<file path="src/dcs_sequencer_notes_placeholder_removed.sv">
`timescale 1ns/1ps
`default_nettype none
`default_nettype wire

</file>
<file path="src/dcs_pkg.sv">
`default_nettype none
package dcs_pkg;
    // ****************************************
    // clock and timing
    // ****************************************
    localparam int CLK_MHZ = 200;
    localparam int APER_NS = 2;
    localparam int CONV_CH_NS = 450;
    localparam int ACQ_AUTO_NS = 250;
    localparam int APER_CYC_RAW = (APER_NS * CLK_MHZ + 999) / 1000;
    localparam int APER_CYC = (APER_CYC_RAW < 1) ? 1 : APER_CYC_RAW;
    localparam int CONV_CH_CYC_RAW = (CONV_CH_NS * CLK_MHZ + 999) / 1000;
    localparam int CONV_CH_CYC = (CONV_CH_CYC_RAW < 1) ? 1 : CONV_CH_CYC_RAW;
    localparam int ACQ_AUTO_CYC_RAW = (ACQ_AUTO_NS * CLK_MHZ + 999) / 1000;
    localparam int ACQ_AUTO_CYC = (ACQ_AUTO_CYC_RAW < 1) ? 1 : ACQ_AUTO_CYC_RAW;
    localparam int TMR_W = 16;

    // ****************************************
    // register map (byte addresses)
    // ****************************************
    localparam logic [3:0] OFS_CTRL = 4'h0;
    localparam logic [3:0] OFS_STATUS = 4'h4;
    localparam logic [3:0] OFS_ACQ = 4'h8;
    localparam logic [3:0] OFS_COUNT = 4'hC;
    localparam int CTRL_IMPULSE_BIT = 0;
    localparam int ST_BUSY_BIT = 0;
    localparam int ST_LOWPWR_BIT = 1;
    localparam int ST_PAIR_BIT = 2;
    localparam int ST_ARMED_BIT = 3;
    localparam int ST_PHASE_LSB = 4;
    localparam logic RST_IMPULSE = 1'b0;
    localparam logic [15:0] RST_ACQ = 16'(ACQ_AUTO_CYC);
    localparam logic [15:0] RST_COUNT = 16'h0000;

    // ****************************************
    // sequencer states
    // ****************************************
    typedef enum logic [2:0] {
        S_ACQ,
        S_AUTO,
        S_APER,
        S_CONVA,
        S_CONVB
    } dcs_state_t;
endpackage
`default_nettype wire

</file>
<file path="src/dcs_tmr_if.sv">
`timescale 1ns/1ps
`default_nettype none
interface dcs_tmr_if #(parameter int W = 16);
    logic load;
    logic [W-1:0] len;
    logic done;
    modport ctl (output load, output len, input done);
    modport tmr (input load, input len, output done);
endinterface
`default_nettype wire
</file>
<file path="src/dcs_sequencer.sv">
// The implementer's own choices: the placing of the registers and register access over Avalon-MM.
`timescale 1ns/1ps
`default_nettype none
// Functional notes
// - pair_select low converts pair one, high converts pair two.
// - channel A always converts before channel B.
// - conversion runs to completion unless the reset input aborts it; no restart, power_down cannot abort.
// - convert start ignores chip select and read strobe.
// - impulse mode self-retriggers while convert_start_n stays low, power_down low and busy low.
// - fast mode needs one strobe per conversion.
// - impulse mode enters low power after each conversion, through acquisition.
// - read-out interface stays enabled during acquisition and low power.
// - fast mode up to 1 MSPS, impulse mode up to 888 kSPS.
// - inputs are held on convert_start_n falling edge after aperture delay.
// - reset input aborts conversion and floats data outputs.
module dcs_sequencer (
    // clock and reset
    input wire logic mclk,
    input wire logic rst_n,
    // device pins
    input wire logic convert_start_n,
    input wire logic pair_select,
    input wire logic power_down,
    input wire logic reset_pin,
    // converter control
    output logic busy_q,
    output logic hold_q,
    output logic mux_pair_q,
    output logic conv_a_q,
    output logic conv_b_q,
    output logic low_power_q,
    output logic data_oe_q,
    // avalon-mm slave
    input wire logic [3:0] avs_address,
    input wire logic avs_read,
    input wire logic avs_write,
    input wire logic [31:0] avs_writedata,
    input wire logic [3:0] avs_byteenable,
    output logic [31:0] avs_readdata,
    output logic avs_waitrequest
);
    // ****************************************
    // pin synchronisers
    // ****************************************
    logic [3:0] sync1_q, sync2_q;
    logic cnv_prev_q, cnv_s, pair_s, pd_s, reset_s, fall;

    always_ff @(posedge mclk)
    begin
        if (!rst_n)
        begin
            sync1_q <= 4'h1;
            sync2_q <= 4'h1;
            cnv_prev_q <= 1'b1;
        end
        else
        begin
            sync1_q <= {reset_pin, power_down, pair_select, convert_start_n};
            sync2_q <= sync1_q;
            cnv_prev_q <= sync2_q[0];
        end
    end

    assign cnv_s = sync2_q[0];
    assign pair_s = sync2_q[1];
    assign pd_s = sync2_q[2];
    assign reset_s = sync2_q[3];
    assign fall = cnv_prev_q & ~cnv_s;

    // ****************************************
    // sequencer
    // ****************************************
    dcs_tmr_if #(.W(dcs_pkg::TMR_W)) tmr_if ();

    dcs_timer #(.W(dcs_pkg::TMR_W)) u_timer (
        .mclk(mclk),
        .rst_n(rst_n),
        .t(tmr_if.tmr)
    );

    dcs_pkg::dcs_state_t st_q, st_d;
    logic armed_q, armed_d, busy_d, hold_d, mux_pair_d, conv_a_d, conv_b_d;
    logic low_power_d, data_oe_d, conv_done, impulse_q;
    logic [15:0] acq_len_q, acq_len;

    // a zero auto-acquisition length would never expire
    assign acq_len = (acq_len_q == 16'h0000) ? 16'h0001 : acq_len_q;

    always_comb
    begin
        st_d = st_q;
        armed_d = armed_q | fall;
        hold_d = 1'b0;
        conv_done = 1'b0;
        tmr_if.load = 1'b0;
        tmr_if.len = '0;
        unique case (st_q)
            dcs_pkg::S_ACQ:
            begin
                // start decision looks at no read-out select at all
                if (!pd_s && fall)
                begin
                    st_d = dcs_pkg::S_APER;
                    tmr_if.load = 1'b1;
                    tmr_if.len = dcs_pkg::TMR_W'(dcs_pkg::APER_CYC);
                end
                else if (!pd_s && impulse_q && armed_q && !cnv_s)
                begin
                    // fast mode never reaches here, since this branch needs impulse_q and a new edge takes the first branch
                    st_d = dcs_pkg::S_AUTO;
                    tmr_if.load = 1'b1;
                    tmr_if.len = acq_len;
                end
            end
            dcs_pkg::S_AUTO:
            begin
                if (pd_s || cnv_s)
                    st_d = dcs_pkg::S_ACQ;
                else if (tmr_if.done)
                begin
                    st_d = dcs_pkg::S_APER;
                    tmr_if.load = 1'b1;
                    tmr_if.len = dcs_pkg::TMR_W'(dcs_pkg::APER_CYC);
                end
            end
            dcs_pkg::S_APER:
            begin
                if (tmr_if.done)
                begin
                    st_d = dcs_pkg::S_CONVA;
                    hold_d = 1'b1;
                    tmr_if.load = 1'b1;
                    tmr_if.len = dcs_pkg::TMR_W'(dcs_pkg::CONV_CH_CYC);
                end
            end
            dcs_pkg::S_CONVA:
            begin
                // strobes and power_down are not looked at here
                if (tmr_if.done)
                begin
                    st_d = dcs_pkg::S_CONVB;
                    tmr_if.load = 1'b1;
                    tmr_if.len = dcs_pkg::TMR_W'(dcs_pkg::CONV_CH_CYC);
                end
            end
            dcs_pkg::S_CONVB:
            begin
                if (tmr_if.done)
                begin
                    st_d = dcs_pkg::S_ACQ;
                    conv_done = 1'b1;
                end
            end
        endcase
        if (reset_s)
        begin
            st_d = dcs_pkg::S_ACQ;
            hold_d = 1'b0;
            conv_done = 1'b0;
        end
        busy_d = (st_d == dcs_pkg::S_APER) || (st_d == dcs_pkg::S_CONVA)
            || (st_d == dcs_pkg::S_CONVB);
        conv_a_d = (st_d == dcs_pkg::S_CONVA);
        conv_b_d = (st_d == dcs_pkg::S_CONVB);
        // mux follows the pin until hold and is frozen through conversion
        // a pin change during acquisition leaks into the sample
        mux_pair_d = (conv_a_d || conv_b_d) ? mux_pair_q : pair_s;
        low_power_d = low_power_q;
        if (!impulse_q || busy_d)
            low_power_d = 1'b0;
        else if (conv_done)
            low_power_d = 1'b1;
        // read-out stays usable in low power; only the reset pin floats it
        data_oe_d = !reset_s;
    end

    always_ff @(posedge mclk)
    begin
        if (!rst_n)
        begin
            st_q <= dcs_pkg::S_ACQ;
            armed_q <= 1'b0;
            busy_q <= 1'b0;
            hold_q <= 1'b0;
            mux_pair_q <= 1'b0;
            conv_a_q <= 1'b0;
            conv_b_q <= 1'b0;
            low_power_q <= 1'b0;
            data_oe_q <= 1'b0;
        end
        else
        begin
            st_q <= st_d;
            armed_q <= armed_d;
            busy_q <= busy_d;
            hold_q <= hold_d;
            mux_pair_q <= mux_pair_d;
            conv_a_q <= conv_a_d;
            conv_b_q <= conv_b_d;
            low_power_q <= low_power_d;
            data_oe_q <= data_oe_d;
        end
    end

    // ****************************************
    // register slave
    // ****************************************
    logic wait_d, impulse_d, commit;
    logic [31:0] rdata_d, rmux;
    logic [15:0] acq_len_d, count_q, count_d;
    logic [2:0] phase;
    // status phase codes rely on the state order: acq, auto, aperture, conv A, conv B
    assign phase = 3'(st_q);

    always_comb
    begin
        rmux = 32'h0000_0000;
        unique case (avs_address)
            dcs_pkg::OFS_CTRL: rmux[dcs_pkg::CTRL_IMPULSE_BIT] = impulse_q;
            dcs_pkg::OFS_STATUS:
            begin
                rmux[dcs_pkg::ST_BUSY_BIT] = busy_q;
                rmux[dcs_pkg::ST_LOWPWR_BIT] = low_power_q;
                rmux[dcs_pkg::ST_PAIR_BIT] = mux_pair_q;
                rmux[dcs_pkg::ST_ARMED_BIT] = armed_q;
                rmux[dcs_pkg::ST_PHASE_LSB +: 3] = phase;
            end
            dcs_pkg::OFS_ACQ: rmux[15:0] = acq_len_q;
            dcs_pkg::OFS_COUNT: rmux[15:0] = count_q;
            default: rmux = 32'h0000_0000;
        endcase
    end

    assign commit = avs_write && !avs_waitrequest;

    always_comb
    begin
        wait_d = 1'b1;
        rdata_d = avs_readdata;
        if ((avs_read || avs_write) && avs_waitrequest)
        begin
            wait_d = 1'b0;
            rdata_d = rmux;
        end
        // fast and impulse mode select
        impulse_d = impulse_q;
        acq_len_d = acq_len_q;
        count_d = count_q;
        if (commit && avs_address == dcs_pkg::OFS_CTRL && avs_byteenable[0])
            impulse_d = avs_writedata[dcs_pkg::CTRL_IMPULSE_BIT];
        if (commit && avs_address == dcs_pkg::OFS_ACQ)
        begin
            if (avs_byteenable[0])
                acq_len_d[7:0] = avs_writedata[7:0];
            if (avs_byteenable[1])
                acq_len_d[15:8] = avs_writedata[15:8];
        end
        if (commit && avs_address == dcs_pkg::OFS_COUNT)
            count_d = 16'h0000;
        // a finishing conversion wins over a clear in the same cycle
        if (conv_done)
            count_d = count_q + 16'h0001;
    end

    always_ff @(posedge mclk)
    begin
        if (!rst_n)
        begin
            avs_waitrequest <= 1'b1;
            avs_readdata <= 32'h0000_0000;
            impulse_q <= dcs_pkg::RST_IMPULSE;
            acq_len_q <= dcs_pkg::RST_ACQ;
            count_q <= dcs_pkg::RST_COUNT;
        end
        else
        begin
            avs_waitrequest <= wait_d;
            avs_readdata <= rdata_d;
            impulse_q <= impulse_d;
            acq_len_q <= acq_len_d;
            count_q <= count_d;
        end
    end

    // ****************************************
    // assertions
    // ****************************************
    localparam int c_aper_max = dcs_pkg::APER_CYC + 2;
endmodule
`default_nettype wire

</file>
<file path="src/dcs_timer.sv">
`timescale 1ns/1ps
`default_nettype none
module dcs_timer #(
    parameter int W = 16
) (
    // clock and reset
    input wire logic mclk,
    input wire logic rst_n,
    // control
    dcs_tmr_if.tmr t
);
    logic [W-1:0] cnt_q;
    logic [W-1:0] cnt_d;

    // done marks the last cycle of a phase loaded with len cycles
    assign t.done = (cnt_q == W'(1));

    always_comb
    begin
        cnt_d = cnt_q;
        if (t.load)
            cnt_d = t.len;
        else if (cnt_q != '0)
            cnt_d = cnt_q - W'(1);
    end

    always_ff @(posedge mclk)
    begin
        if (!rst_n)
            cnt_q <= '0;
        else
            cnt_q <= cnt_d;
    end
endmodule
`default_nettype wire

</file>
<file path="config.mk">
export PLATFORM = sky130hd
export DESIGN_NAME = dcs_sequencer
export DESIGN_NICKNAME = d
export VERILOG_FILES = /design/src/dcs_sequencer_notes_placeholder_removed.sv /design/src/dcs_pkg.sv /design/src/dcs_tmr_if.sv /design/src/dcs_sequencer.sv /design/src/dcs_timer.sv
export SDC_FILE = /design/constraint.sdc
export NUM_CORES = 1
export LEC_CHECK = 0
export BUFFER_PORTS_ARGS = -buffer_cell sky130_fd_sc_hd__buf_2
export CORE_MARGIN = 2
export CORE_UTILIZATION = 40
export CTS_CLUSTER_DIAMETER = 40
export DETAILED_ROUTE_END_ITERATION = 7
export PLACE_DENSITY_LB_ADDON = 0.2
export RECOVER_POWER = 50
export SLEW_MARGIN = 20
export SYNTH_ARGS = -nofsm -noshare
export SYNTH_HDL_FRONTEND = slang
export SYNTH_HIERARCHICAL = 1
export SYNTH_SLANG_ARGS = --single-unit
</file>
<file path="constraint.sdc">
create_clock -name mclk -period 2.85 [get_ports mclk]
set_input_delay 0.57 -clock mclk [delete_from_list [all_inputs] [get_ports mclk]]
set_output_delay 0.57 -clock mclk [all_outputs]
set_load 0.005 [all_outputs]
</file>
==> run metrics <==
Slew HR 25.4%; Startpoint Class flip-flop; Crit Path Class flip-flop to flip-flop; crit path DAT 2.97 ns; Setup WS post-layout 0.178 ns; Seq/Total Area, Yosys 40.2%; switching share of power 33.0%; Detail Placement HPWL 7800 um; H-tree depth 3; worst-skew pair later-pin latency 0.36 ns; worst hold path stage count 2; top layer in use met4; post-synthesis xor/xnor area fraction 2.45%; Yosys reg bits 86; Filler cells 1074; # setup viols final 0; post-route clock skew 0.00867 ns; Avg Synthesized Cell Area 8.49 sq um; final period utilization 93.7%; Die H 108 um; pwr/cell area 626 nW/um^2; worst slew pin tran 1.12 ns; clock share of power 26.7%; largest family of logic cells by synthesized area simple AND/OR/NAND/NOR gates; Worst Reg-to-Reg Cells 10; Via density 5.33; Antenna Nets Post-Route 0; largest net degree at the start of global routing 46; Initial Util 41.3%; Adder-Cell Fraction of Synth Area 1.14%; CTS Buf Count 9; Cell Rows 37; Int Power 2030 uW; commonest cells after routing, fill and taps aside 86 x dfxtp_1, 55 x nand2_1, 45 x buf_2; Nets 606; yosys warns 6; most common cell after layout, fill and taps aside dfxtp_1; core footprint 10400 sq um; layout cell share with drive strength beyond 1 15.0%; routed wl met3 418 um; metal2 WL 5200 um; IO Count 88; total grt overflow 0; vias in the first global route 3583; initial antenna violation count 0; final count of hold timing violations 0; RSZ-0062 raised after global routing no; Total Power 3020 uW; Seq pwr share 46.7%; Place WS 0.161 ns; ys async rst share 0%; Hold Buf Count CTS 0; final hold slack 0.392 ns; clock transition at the registers of the reported paths 0.08 ns; IO Port Bufs 53; die area 11600 sq um; critical path required time 3.15 ns; DRT Pass-1 Iters 4; outcome completed; Setup TNS 0 ns; drt total wl 10700 um; Post-Synth Simple-Gate Area 29.5%; Multi-input gate area 2370 sq um; Synth area leaders dfxtp_1 40%, and2_1 4.8%, nand2_1 4.8%; Post-synth EDFFs 0; Yosys top cell by area dfxtp_1; Yosys cell types 62; Post-Synthesis Cell Area 4290 sq um; die width 108 um; main flop type after synthesis dfxtp_1; Met1 Wirelength 4940 um; CTS Buffer Depth 2; total area of sequential cells 1720 sq um; CTS tree done; net switching power 998 uW; worst hold path class primary input to flip-flop; Pleak 0.00194 uW; Layout Area Growth over Synthesis 12.6%; CTS Root Cell clkbuf_8; Synth top area share 40.2%; post-synthesis mux area share 5.11%; antenna cell count 0; Overall Global Routing Usage 19.6%; CP Max Fanout 10; Worst VDD drop 0.000246 V; Max Clock Freq 374 MHz; synthesized instance count 505; drt initial violations 124; Post-CTS Resized 0; Compound-Gate Fraction of Synth Area 15.4%; clk sink count 86; Setup Buffers After CTS 0; Slew Viols, Final 0; wire length per cell 15.4 um; Max Cap Viol 0; GPL Wtd Cong 0.886; Final min period 2.67 ns; Setup crit end kind flip-flop; global-route wire length before repair 17700 um; combinational share of power 26.6%; drc violations 0; vias 3712
-- logic make-up after synthesis --
| logic type | Yosys count |
|---|---|
| AND/OR/NAND/NOR | 232 |
| AO/OA/AOI/OAI | 100 |
| flip-flops | 86 |
| buffers and inverters | 50 |
| multiplexers | 20 |
| XOR/XNOR | 12 |
| adder cells (fa/ha/maj) | 4 |
| other | 1 |
-- stage by stage --
stage / area, sq um / cells / utilization, %
floorplan: 4340 / 520 / -
global placement: 4650 / 680 / 44.8
detailed placement: 4650 / 680 / 44.8
CTS: 4830 / 696 / 46.6
global route: 4830 / 696 / 46.6
finish: 4830 / 696 / 46.6
-- per-layer routing --
| layer | vias up | track usage (%) |
|---|---|---|
| met5 | - | 0 |
| met2 | 86 | 32.4 |
| met4 | 0 | 8.52 |
| met3 | 10 | 2.97 |
| met1 | 1760 | 25.2 |
| li1 | 1856 | - |
-- layout make-up --
| type | count | share of cell area [%] |
|---|---|---|
| inverter | 10 | 0.777 |
| multi-input combinational | 384 | 49.0 |
| clock inverter | 5 | 0.700 |
| tap | 136 | 3.52 |
| clock buffer | 11 | 3.14 |
| timing repair buffer | 64 | 7.18 |
| sequential | 86 | 35.7 |
-- critical path: stages (launching register included) --
cell	delay (ns)
dfxtp_1	0.40
nor4_4	0.32
nand4_1	0.17
nor3b_1	0.24
buf_4	0.20
nor2b_1	0.08
a221o_1	0.32
o311a_1	0.16
or3_4	0.42
a21oi_2	0.18
and2_1	0.14
-- power by group through the flow --
stage | Combinational [uW] | Sequential, uW | Clock (uW)
CTS | 795 | 1410 | 833
floorplan | 602 | 1400 | 0
global route | 902 | 1430 | 885
global placement | 779 | 1430 | 0
detailed placement | 789 | 1440 | 0
finish | 804 | 1410 | 807
-- synthesized netlist by cell type, drive strengths merged (2+ instances only) --
master  number
a22o         2
a21boi       6
nor3         8
nand3b       2
and3        11
a22oi        8
mux2         5
and4         3
nand4       12
nor4        10
nor2        37
dfxtp       86
inv         10
o21a         4
a221oi       9
mux2i       14
nor4b        3
a21oi       13
clkbuf      17
xnor2        4
a31oi        5
a221o        2
o211ai       2
nor3b       10
buf         23
nor2b       16
o21ai       36
nand2       55
xor2         8
nand2b       7
or3          2
a21o         4
ha           3
and2        33
nand3       17
-- state kept, by name, summed over array words and instances, names as in the netlist --
| name | flops |
|---|---|
| acq_len_q | 16 |
| armed_q | 1 |
| avs_readdata | 16 |
| avs_waitrequest | 1 |
| busy_q | 1 |
| cnv_prev_q | 1 |
| conv_a_q | 1 |
| conv_b_q | 1 |
| count_q | 16 |
| data_oe_q | 1 |
| hold_q | 1 |
| impulse_q | 1 |
| low_power_q | 1 |
| mux_pair_q | 1 |
| phase | 3 |
| sync1_q | 4 |
| sync2_q | 4 |
| u_timer/cnt_q | 16 |
-- path summary, 6_finish.rpt --
kind / from / endpoint / slack (ns)
min reg2reg: sync1_q[0]$_SDFF_PN1_ / sync2_q[0]$_SDFF_PN1_ / 0.43
min: convert_start_n / sync1_q[0]$_SDFF_PN1_ / 0.39
max reg2reg: u_timer/cnt_q[12]$_SDFFE_PN0P_ / busy_q$_SDFF_PN0_ / 0.18
max: u_timer/cnt_q[12]$_SDFFE_PN0P_ / busy_q$_SDFF_PN0_ / 0.18
Note: power is estimated with default switching activity, not from simulation.
